==> src/hw/burst_ctrl_consts.svh <==
// offsets, field positions, reset values and timing counts of the control block
// assumes one clock (the receive IF clock) at 25 MHz and an APB register port
//
// Behaviour
// RULE1 - sample format chosen by config bit three
// RULE2 - samples latched every IF clock; source keeps rate
// RULE3 - direct IF: quadrature input held at zero
// RULE4 - manual strobe edge makes baseband pulse after sync
// RULE5 - dump transfer one cycle after baseband pulse
// RULE6 - source gives two IF cycles per strobe
// RULE7 - detect pulse only when manual detect enabled
// RULE8 - detect pin ORed with software detect bit
// RULE9 - demod transfer second baseband tick after detect
// RULE10 - abort pin ORed with software abort bit
// RULE11 - abort second baseband tick, counters cleared
// RULE12 - counters idle until preamble or manual detect
// RULE13 - internal baseband divider when manual sample off
// RULE14 - source runs IF clock at four chip rates
// RULE15 - oscillator enable ORed; low holds oscillator reset
// RULE16 - oscillator reset next cycle, registers kept
// RULE17 - source reloads frequency word after re-enable
// RULE18 - transmit enable rise starts preamble then data
// RULE19 - transmit pin ORed with power bit one
// RULE20 - transmit enable fall resets datapath next cycle
// RULE21 - source drops transmit enable after last symbol
// RULE22 - sources synchronised two stages, then edge compared
`ifndef BURST_CTRL_CONSTS_SVH
`define BURST_CTRL_CONSTS_SVH

// ----------------------------------------
// register indices (byte address is index times four)
// ----------------------------------------
`define REG_CFG_IDX 8'h01
`define REG_DIV_IDX 8'h02
`define REG_DET_CTRL_IDX 8'h30
`define REG_DET_SW_IDX 8'h31
`define REG_ABORT_SW_IDX 8'h32
`define REG_PWR_IDX 8'h37
`define REG_STATUS_IDX 8'h3f

// ----------------------------------------
// field positions
// ----------------------------------------
`define CFG_MANUAL_SAMPLE_BIT 0
`define CFG_OFFSET_BINARY_BIT 3
`define PWR_OSC_BIT 0
`define PWR_TX_BIT 1

// ----------------------------------------
// reset values and timing counts
// ----------------------------------------
`define CFG_RESET 8'h00
`define DIV_RESET 6'h02
`define PWR_RESET 2'h0
`define SYNC_STAGES 2
`define BB_TICKS_TO_ACT 2'h2
`define SIGN_FLIP 8'h80

`endif

==> src/hw/burst_ctrl_pkg.sv <==
// types shared by the control block
// assumes nothing of its surroundings
package burst_ctrl_pkg;
    typedef enum logic [1:0] {
        TX_IDLE,
        TX_PREAMBLE,
        TX_DATA
    } txState_t;
endpackage

==> src/hw/burst_modem_ctrl.sv <==
// input-side control of the burst modem: sample intake, manual strobes, enables
// assumes clk is the IF clock for receive and transmit, APB master on clk
//
// The address map and the APB slave port were decided locally.
`include "burst_ctrl_consts.svh"
module burst_modem_ctrl (
    // clock and reset
    input wire logic clk,
    input wire logic reset,
    // apb slave
    input wire logic psel,
    input wire logic penable,
    input wire logic pwrite,
    input wire logic [9:0] paddr,
    input wire logic [31:0] pwdata,
    output logic [31:0] prdata,
    output logic pready,
    output logic pslverr,
    // sample inputs
    input wire logic [7:0] in_phase_sample_in,
    input wire logic [7:0] quadrature_sample_in,
    // manual strobes and enable pins
    input wire logic ext_baseband_sample_strobe,
    input wire logic ext_symbol_detect_strobe,
    input wire logic ext_burst_abort_strobe,
    input wire logic osc_enable_pin,
    input wire logic tx_enable_pin,
    // datapath events
    input wire logic preambleDetect,
    input wire logic preambleSent,
    // datapath controls
    output logic [7:0] iSample,
    output logic [7:0] qSample,
    output logic basebandPulse,
    output logic dumpTransfer,
    output logic detectPulse,
    output logic demodTransfer,
    output logic abortPulse,
    output logic countersActive,
    output logic oscReset,
    output logic txStart,
    output logic txPreamble,
    output logic txActive,
    output logic txDatapathReset
);
    logic [7:0] cfg_reg;
    logic [5:0] div_reg;
    logic detEnable_reg;
    logic detSw_reg;
    logic abortSw_reg;
    logic [1:0] pwr_reg;
    logic [5:0] divCnt_reg;
    logic [1:0] detCnt_reg;
    logic [1:0] abortCnt_reg;
    burst_ctrl_pkg::txState_t txState_reg;
    logic manualMode;
    logic offsetBinary;
    logic bbTick;
    logic divTick;
    logic [7:0] regIndex;
    logic bbLevel, bbRise;
    logic detLevel, detRise;
    logic abortLevel, abortRise;
    logic oscLevel;
    logic txLevel, txRise, txFall;
    logic apbWrite;

    assign manualMode = cfg_reg[`CFG_MANUAL_SAMPLE_BIT];
    assign offsetBinary = cfg_reg[`CFG_OFFSET_BINARY_BIT];
    assign regIndex = paddr[9:2];
    assign apbWrite = psel & penable & pwrite;

    // ----------------------------------------
    // control sources
    // ----------------------------------------
    edge_sync bbSync (.clk(clk), .reset(reset), .pinIn(ext_baseband_sample_strobe), .swBit(1'b0),
        .level(bbLevel), .rise(bbRise), .fall());
    edge_sync detSync (.clk(clk), .reset(reset), .pinIn(ext_symbol_detect_strobe), .swBit(detSw_reg),
        .level(detLevel), .rise(detRise), .fall());
    edge_sync abortSync (.clk(clk), .reset(reset), .pinIn(ext_burst_abort_strobe), .swBit(abortSw_reg),
        .level(abortLevel), .rise(abortRise), .fall());
    edge_sync oscSync (.clk(clk), .reset(reset), .pinIn(osc_enable_pin), .swBit(pwr_reg[`PWR_OSC_BIT]),
        .level(oscLevel), .rise(), .fall());
    edge_sync txSync (.clk(clk), .reset(reset), .pinIn(tx_enable_pin), .swBit(pwr_reg[`PWR_TX_BIT]),
        .level(txLevel), .rise(txRise), .fall(txFall));

    // ----------------------------------------
    // apb registers
    // ----------------------------------------
    always_ff @(posedge clk) begin
        if (reset) begin
            cfg_reg <= `CFG_RESET;
            div_reg <= `DIV_RESET;
            detEnable_reg <= 1'b0;
            detSw_reg <= 1'b0;
            abortSw_reg <= 1'b0;
            pwr_reg <= `PWR_RESET;
        end else if (apbWrite) begin
            unique case (regIndex)
                `REG_CFG_IDX: cfg_reg <= pwdata[7:0];
                `REG_DIV_IDX: div_reg <= pwdata[5:0];
                `REG_DET_CTRL_IDX: detEnable_reg <= pwdata[0];
                `REG_DET_SW_IDX: detSw_reg <= pwdata[0];
                `REG_ABORT_SW_IDX: abortSw_reg <= pwdata[0];
                `REG_PWR_IDX: pwr_reg <= pwdata[1:0];
                default: ;
            endcase
        end
    end

    always_ff @(posedge clk) begin
        if (reset) begin
            prdata <= 32'h0000_0000;
            pready <= 1'b0;
            pslverr <= 1'b0;
        end else begin
            pready <= psel & ~penable;
            pslverr <= 1'b0;
            prdata <= 32'h0000_0000;
            if (psel & ~penable) begin
                unique case (regIndex)
                    `REG_CFG_IDX: prdata <= {24'h00_0000, cfg_reg};
                    `REG_DIV_IDX: prdata <= {26'h000_0000, div_reg};
                    `REG_DET_CTRL_IDX: prdata <= {31'h0000_0000, detEnable_reg};
                    `REG_DET_SW_IDX: prdata <= {31'h0000_0000, detSw_reg};
                    `REG_ABORT_SW_IDX: prdata <= {31'h0000_0000, abortSw_reg};
                    `REG_PWR_IDX: prdata <= {30'h0000_0000, pwr_reg};
                    `REG_STATUS_IDX: prdata <= {28'h000_0000, txPreamble, txActive, countersActive, ~oscReset};
                    default: pslverr <= 1'b1;
                endcase
            end
        end
    end

    // ----------------------------------------
    // sample intake
    // ----------------------------------------
    always_ff @(posedge clk) begin
        if (reset) begin
            iSample <= 8'h00;
            qSample <= 8'h00;
        end else begin
            // see RULE2, RULE1: outputs always two's complement
            iSample <= offsetBinary ? (in_phase_sample_in ^ `SIGN_FLIP) : in_phase_sample_in;
            qSample <= offsetBinary ? (quadrature_sample_in ^ `SIGN_FLIP) : quadrature_sample_in;
        end
    end

    // ----------------------------------------
    // baseband clock
    // ----------------------------------------
    assign divTick = (div_reg == 6'h00) || (divCnt_reg >= div_reg - 6'h01);
    assign bbTick = basebandPulse;

    always_ff @(posedge clk) begin
        if (reset) begin
            divCnt_reg <= 6'h00;
            basebandPulse <= 1'b0;
        end else if (manualMode) begin
            divCnt_reg <= 6'h00;
            basebandPulse <= bbRise; // see RULE4
        end else begin
            divCnt_reg <= divTick ? 6'h00 : divCnt_reg + 6'h01; // see RULE13
            basebandPulse <= divTick;
        end
    end

    always_ff @(posedge clk) begin
        if (reset) begin
            dumpTransfer <= 1'b0;
        end else begin
            dumpTransfer <= basebandPulse; // see RULE5
        end
    end

    // ----------------------------------------
    // manual detect
    // ----------------------------------------
    always_ff @(posedge clk) begin
        if (reset) begin
            detectPulse <= 1'b0;
            detCnt_reg <= 2'h0;
            demodTransfer <= 1'b0;
        end else begin
            detectPulse <= detRise & detEnable_reg; // see RULE7, RULE8
            demodTransfer <= 1'b0;
            if (detRise & detEnable_reg) begin
                detCnt_reg <= `BB_TICKS_TO_ACT;
            end else if (bbTick && detCnt_reg != 2'h0) begin
                detCnt_reg <= detCnt_reg - 2'h1;
                demodTransfer <= (detCnt_reg == 2'h1); // see RULE9
            end
        end
    end

    // ----------------------------------------
    // burst abort and counters
    // ----------------------------------------
    always_ff @(posedge clk) begin
        if (reset) begin
            abortCnt_reg <= 2'h0;
            abortPulse <= 1'b0;
        end else begin
            abortPulse <= 1'b0;
            if (abortRise) begin
                abortCnt_reg <= `BB_TICKS_TO_ACT; // see RULE10
            end else if (bbTick && abortCnt_reg != 2'h0) begin
                abortCnt_reg <= abortCnt_reg - 2'h1;
                abortPulse <= (abortCnt_reg == 2'h1); // see RULE11
            end
        end
    end

    always_ff @(posedge clk) begin
        if (reset) begin
            countersActive <= 1'b0;
        end else if (abortPulse) begin
            countersActive <= 1'b0; // see RULE11
        end else if (preambleDetect | detectPulse) begin
            countersActive <= 1'b1; // see RULE12
        end
    end

    // ----------------------------------------
    // oscillator and transmitter enables
    // ----------------------------------------
    always_ff @(posedge clk) begin
        if (reset) begin
            oscReset <= 1'b1;
        end else begin
            oscReset <= ~oscLevel; // see RULE15, RULE16
        end
    end

    always_ff @(posedge clk) begin
        if (reset) begin
            txState_reg <= burst_ctrl_pkg::TX_IDLE;
            txStart <= 1'b0;
            txDatapathReset <= 1'b0;
        end else begin
            txStart <= txRise; // see RULE19
            txDatapathReset <= txFall; // see RULE20
            if (txFall) begin
                txState_reg <= burst_ctrl_pkg::TX_IDLE;
            end else if (txRise) begin
                txState_reg <= burst_ctrl_pkg::TX_PREAMBLE; // see RULE18
            end else begin
                unique case (txState_reg)
                    burst_ctrl_pkg::TX_IDLE: ;
                    burst_ctrl_pkg::TX_PREAMBLE: begin
                        if (preambleSent) begin
                            txState_reg <= burst_ctrl_pkg::TX_DATA;
                        end
                    end
                    burst_ctrl_pkg::TX_DATA: ;
                    default: txState_reg <= burst_ctrl_pkg::TX_IDLE;
                endcase
            end
        end
    end

    assign txPreamble = (txState_reg == burst_ctrl_pkg::TX_PREAMBLE);
    assign txActive = (txState_reg != burst_ctrl_pkg::TX_IDLE);
endmodule

==> src/hw/edge_sync.sv <==
// one control source: pin synchronised, ORed with a register bit, edges found
// assumes the pin is asynchronous to clk and the bit is on clk
`include "burst_ctrl_consts.svh"
module edge_sync (
    // clock and reset
    input wire logic clk,
    input wire logic reset,
    // sources
    input wire logic pinIn,
    input wire logic swBit,
    // results
    output logic level,
    output logic rise,
    output logic fall
);
    logic [`SYNC_STAGES-1:0] syncReg;
    logic prevReg;

    // ----------------------------------------
    // synchroniser and previous sample
    // ----------------------------------------
    always_ff @(posedge clk) begin
        if (reset) begin
            syncReg <= '0;
            prevReg <= 1'b0;
        end else begin
            syncReg <= {syncReg[0], pinIn}; // see RULE22
            prevReg <= level;
        end
    end

    assign level = syncReg[`SYNC_STAGES-1] | swBit; // see RULE8
    assign rise = level & ~prevReg; // see RULE22
    assign fall = ~level & prevReg;
endmodule

==> config.mk <==
export PLATFORM = sky130hd
export DESIGN_NAME = burst_modem_ctrl
export DESIGN_NICKNAME = d
export VERILOG_FILES = /design/src/hw/burst_ctrl_pkg.sv /design/src/hw/burst_modem_ctrl.sv /design/src/hw/edge_sync.sv
export VERILOG_INCLUDE_DIRS = /design/src /design/src/hw
export SDC_FILE = /design/constraint.sdc
export NUM_CORES = 1
export LEC_CHECK = 0
export BUFFER_PORTS_ARGS = -buffer_cell sky130_fd_sc_hd__buf_4
export CAP_MARGIN = 25
export CORE_MARGIN = 4
export CORE_UTILIZATION = 53
export CTS_BUF_LIST = sky130_fd_sc_hd__clkbuf_16
export DETAILED_ROUTE_END_ITERATION = 10
export PLACE_DENSITY = 0.86
export SETUP_SLACK_MARGIN = 0.2
export SKIP_LAST_GASP = 1
export SYNTH_ARGS = -nofsm -noshare
export SYNTH_HDL_FRONTEND = slang
export SYNTH_HIERARCHICAL = 1
export SYNTH_SLANG_ARGS = --single-unit
==> constraint.sdc <==
create_clock -name clk -period 4.7 [get_ports clk]
set_input_delay 0.47 -clock clk [delete_from_list [all_inputs] [get_ports clk]]
set_output_delay 0.47 -clock clk [all_outputs]
set_load 0.03 [all_outputs]
==> results of run 1 <==
## worst reg2reg max path: cells and delay by family, from the launching register on
family,cells,cell delay (ns)
AOI/OAI and AO/OA,2,0.61
DFF,1,0.34
adders and majority gates,1,0.29
and+or+nand+nor,4,0.73
xor gates and xnor gates,1,0.16
## cell type report
cell class / instances / area [µm²] / share of cell area (%)
well taps: 75 / 93.8 / 2.19
clock buffers: 9 / 225 / 5.25
multi-input cells: 243 / 1620 / 37.8
inverters: 10 / 37.5 / 0.874
clock inverters: 7 / 111 / 2.59
repair buffers: 80 / 601 / 14.0
flip-flops and latches: 80 / 1600 / 37.3
## worst paths after layout
| kind | endpoint | slack (ns) |
|---|---|---|
| max | divCnt_reg[4] | 2.51 |
| min | iSample[5] | 0.35 |
| max reg2reg | divCnt_reg[4] | 2.51 |
| min reg2reg | detSync/syncReg[1] | 0.43 |
## per-layer routing
metal  vias up  global-route usage, %
li1       1281                      -
met1      1188                   22.3
met2       104                   29.8
met3        10                   4.70
met4         0                   7.42
met5         -                      0
## power groups by stage
stage          sequential, mW  combinational, mW  clock, mW
6_report                0.727              0.229      0.775
2_1_floorplan           0.768              0.136          0
4_1_cts                 0.728              0.231      0.787
3_3_place_gp            0.742              0.222          0
5_1_grt                 0.732              0.250      0.812
3_5_place_dp            0.742              0.231          0
## stage by stage
stage	instance area, µm²	util, %
5_1_grt	4290	70.4
3_5_place_dp	3960	64.9
4_1_cts	4290	70.4
3_3_place_gp	3960	64.9
2_1_floorplan	3500	-
6_report	4290	70.4
==> flow_metrics.py, run 1 <==
metrics = {
    "power": {
        "p_leak_nw": 1.90,
        "share_comb_of_total_power_pct": 13.2,
        "p_int_mw": 1.32,
        "ir_drop_mv": 0.279,
        "p_seq_share_pct": 42.0,
        "power_frac_clock_pct": 44.8,
        "totalPowerFinal_mw": 1.73,
        "swShare_pct": 23.9,
        "pwr_density_cell_nw_per_um2": 403,
        "p_sw_uw": 413,
    },
    "clock_tree": {
        "cts.hold.buffers_added": 0,
        "cts-root-buf": "clkbuf_16",
        "htree_num_levels": 3,
        "cts_resized": 0,
        "clkTransAtPathRegs_ns": 0.06,
        "cts_buffer_depth": 2,
        "cts_setup_buffers": 0,
        "cts_tree": "done",
        "clock_sinks": 80,
        "worst_skew_pair.late_latency_ns": 0.33,
        "numCtsBuffers": 9,
    },
    "outcome": {
        "status": "finished clean",
    },
    "setup_path": {
        "critical_path.max_stage_delay_ns": 0.35,
        "end_kind": "flip-flop",
        "cp_max_fo": 5,
        "cp-startpoint": "div_reg[1]",
        "cp_num_buf_inv": 0,
        "worstSetupPathDepth": 8,
        "arrival_ns": 2.45,
        "worstReg2RegStart": "div_reg[1]",
        "r2r_cells": 8,
        "critPathLaunchType": "flip-flop",
        "critPathKind": "flip-flop to flip-flop",
        "cp.required_ns": 4.96,
        "crit_chain": "nor3_1 -> nand2_1 -> xor2_1 -> ha_1 -> and2_1 -> a221oi_1 -> o211ai_1 -> nor2_1",
        "crit_family": "simple AND/OR/NAND/NOR gates",
        "cp_slowest_cell": "a221oi_1",
    },
    "sta": {
        "period_minus_slack_ns": 2.19,
        "tightestPinTransition_ns": 0.678,
        "final_hold_viol_count": 0,
        "setup_slack_ns": 2.51,
        "period_share_pct": 46.6,
        "timing.fmax_mhz": 456,
        "finClkSkew_ns": 0.00576,
        "slew_viol_final": 0,
        "tns_ns": 0,
        "holdWs_ns": 0.353,
        "rsz0062_at_grt": "false",
        "relSlewSlack_pct": 54.5,
        "setup_viol": 0,
    },
    "detailed_routing": {
        "met3WireLength_um": 565,
        "wl_per_cell_um": 13.4,
        "ant_nets": 0,
        "drtIter0Drc": 105,
        "routed_wl_um": 6770,
        "vias": 2583,
        "wl_met1_um": 2730,
        "route.top_layer_used": "met4",
        "routed-wl-met2_um": 3370,
        "drc_errors": 0,
        "drtPass1Iterations": 5,
        "via_per_inst": 5.13,
    },
    "floorplan": {
        "initial_core_util_pct": 55.9,
        "die_area_um2": 7780,
        "die_w_um": 88.2,
        "core_um2": 6100,
        "die_y_um": 88.2,
        "boundaryPins": 131,
        "rows": 28,
    },
    "placed_design": {
        "io_buffers": 80,
        "pre_cts_ws_ns": 2.47,
        "hpwl_um": 4860,
        "dp.cells": 488,
        "gp_congestion": 0.824,
    },
    "min_path": {
        "min_path_type": "input pin to flip-flop",
        "hold_depth": 2,
        "min-delay-start": "in_phase_sample_in[5]",
    },
    "grt": {
        "grt_overflow": 0,
        "grt_first_pass_wirelength_um": 11000,
        "antenna_found_initial": 0,
        "grt_start_max_net_pins": 66,
        "track_usage_pct": 18.1,
        "first_global_vias": 2415,
    },
    "synthesis": {
        "postSynthAreaPerCell_um2": 9.91,
        "yosys_warnings": 6,
        "synth_area_um2": 3410,
        "postSynthCellCount": 344,
    },
    "finish": {
        "syn2layout_area_growth_pct": 26.0,
        "fin_nets": 507,
        "final_cells": 504,
        "insertedDiodeCount": 0,
        "layout_common_cells": "dfxtp_1, buf_4, nor2b_1, nor2_1, conb_1",
        "drive_gt1_share_pct": 26.8,
        "fillers": 466,
    },
    "run": {
        "maxCapViolations": 0,
    },
}
Note: power is estimated with default switching activity, not from simulation.
==> run 2: changes to the inputs <==
--- a/config.mk
+++ b/config.mk
@@ -9,10 +9,10 @@
 export BUFFER_PORTS_ARGS = -buffer_cell sky130_fd_sc_hd__buf_4
 export CAP_MARGIN = 25
 export CORE_MARGIN = 4
-export CORE_UTILIZATION = 53
+export CORE_UTILIZATION = 44
 export CTS_BUF_LIST = sky130_fd_sc_hd__clkbuf_16
 export DETAILED_ROUTE_END_ITERATION = 10
-export PLACE_DENSITY = 0.86
+export PLACE_DENSITY = 0.77
 export SETUP_SLACK_MARGIN = 0.2
 export SKIP_LAST_GASP = 1
 export SYNTH_ARGS = -nofsm -noshare
==> constraint.sdc (replaced) <==
create_clock -name clk -period 1.9 [get_ports clk]
set_input_delay 0.19 -clock clk [delete_from_list [all_inputs] [get_ports clk]]
set_output_delay 0.19 -clock clk [all_outputs]
set_load 0.03 [all_outputs]
==> flow_metrics.py, run 2 (synthesis gave the netlist of run 1 again) <==
metrics = {
    "outcome": {
        "status": "finished, violations left",
        "violations": "negative setup slack",
    },
    "setup_path": {
        "crit_chain": "nor3_4 -> buf_4 -> xnor2_1 -> ha_1 -> a21o_1 -> a221oi_2 -> o211ai_1 -> nor2_1",
        "cp_num_buf_inv": 1,
        "cp_slowest_cell": "dfxtp_2",
        "critPathKind": "flip-flop to flip-flop",
        "critical_path.max_stage_delay_ns": 0.34,
        "crit_family": "compound AO/OA/AOI/OAI gates",
        "end_kind": "flip-flop",
        "arrival_ns": 2.24,
        "cp_max_fo": 5,
        "cp.required_ns": 2.17,
        "critPathLaunchType": "flip-flop",
    },
    "sta": {
        "setup_viol": 5,
        "timing.fmax_mhz": 506,
        "period_share_pct": 104,
        "setup_slack_ns": -0.0746,
        "finClkSkew_ns": 0.00727,
        "slew_viol_final": 0,
        "relSlewSlack_pct": 65.1,
        "tightestPinTransition_ns": 0.519,
        "holdWs_ns": 0.0654,
        "rsz0062_at_grt": "true",
        "period_minus_slack_ns": 1.97,
        "final_hold_viol_count": 0,
    },
    "finish": {
        "utilization_pct": 60.6,
        "insertedDiodeCount": 0,
        "stdcell_area_um2": 4490,
        "final_cells": 548,
        "syn2layout_area_growth_pct": 31.7,
        "fin_nets": 527,
        "layout_commonest_cell": "buf_4",
        "drive_gt1_share_pct": 32.7,
        "fillers": 643,
        "layout_common_cells": "buf_4, dfxtp_1, nor2b_1, nor2_1, conb_1",
    },
    "clock_tree": {
        "worst_skew_pair.late_latency_ns": 0.33,
        "htree_num_levels": 3,
        "cts-root-buf": "clkbuf_16",
        "clock_sinks": 80,
        "clkTransAtPathRegs_ns": 0.06,
        "cts_tree": "done",
        "numCtsBuffers": 9,
        "cts_buffer_depth": 2,
    },
    "floorplan": {
        "rows": 31,
        "die_y_um": 96.0,
        "boundaryPins": 131,
        "die_w_um": 96.0,
        "die_area_um2": 9220,
        "core_um2": 7410,
        "initial_core_util_pct": 46.0,
    },
    "placed_design": {
        "place_area_um2": 4130,
        "dp.cells": 528,
        "io_buffers": 80,
        "gp_congestion": 0.787,
        "hpwl_um": 5210,
    },
    "detailed_routing": {
        "via_per_inst": 4.81,
        "wl_per_cell_um": 12.9,
        "vias": 2637,
        "drtPass1Iterations": 4,
        "routed_wl_um": 7040,
        "ant_nets": 0,
        "drc_errors": 0,
        "drtIter0Drc": 105,
    },
    "min_path": {
        "min_path_type": "input pin to flip-flop",
    },
    "grt": {
        "top_usage_layer": "met2",
        "grt_use_met1_pct": 17.8,
        "met3_usage_pct": 4.07,
        "grt_use_met2_pct": 26.6,
        "grt_overflow": 0,
        "grt_start_max_net_pins": 24,
        "grt_first_pass_wirelength_um": 11000,
        "first_global_vias": 2436,
        "antenna_found_initial": 0,
        "track_usage_pct": 15.4,
    },
    "power": {
        "pwr_density_cell_nw_per_um2": 917,
        "p_leak_nw": 1.99,
        "ir_drop_mv": 0.717,
    },
    "run": {
        "maxCapViolations": 0,
    },
}
## run 2: power by group
part	internal, mW	leakage [nW]	switching (mW)
clock	1.03	0.147	0.692
combinational	0.250	1.18	0.345
sequential	1.75	0.654	0.0480
total	3.03	1.99	1.09
## run 2: metrics by stage
| stage | setup slack (ns) | TNS (ns) | total power [mW] |
|---|---|---|---|
| final | -0.0746 | -0.314 | 4.12 |
| after global routing | -0.221 | -1.11 | 4.29 |
| after CTS | -0.0610 | -0.254 | 4.16 |
| after detailed placement | -0.0482 | -0.188 | 2.42 |
| after global placement | -0.000707 | -0.000707 | 2.40 |
| after floorplan | 0.102 | 0 | 2.24 |
## run 2: layout make-up
class	instances	area, µm²	area share, %
Tap cell	99	124	2.76
Multi-Input combinational cell	243	1670	37.1
Timing Repair Buffer	100	751	16.7
Clock buffer	9	225	5.02
Clock inverter	7	77.6	1.73
Sequential cell	80	1610	35.8
Inverter	10	37.5	0.836
## run 2: repair_timing
action,in CTS,in global routing
hold buffers,0,0
pin swaps,3,11
cloned,0,0
resized for setup,1,6
setup buffers,1,3
endpoints found under the hold margin,0,0
endpoints found under the setup margin,7,7
## run 2: metal layers
metal,vias up,part of all wire [%]
li1,1321,-
met1,1221,39
met4,0,1.7
met2,86,52
met3,9,7.0
met5,-,0
## run 2: worst paths after layout
path / from / end / slack, ns / depth (start not counted)
worst max-delay path: div_reg[1] / divCnt_reg[2] / -0.07 / 8
worst min-delay path: ext_burst_abort_strobe / abortSync/syncReg[0] / 0.07 / 2
worst max register to register: div_reg[1] / divCnt_reg[2] / -0.07 / 8
worst min register to register: abortPulse / countersActive / 0.42 / 1
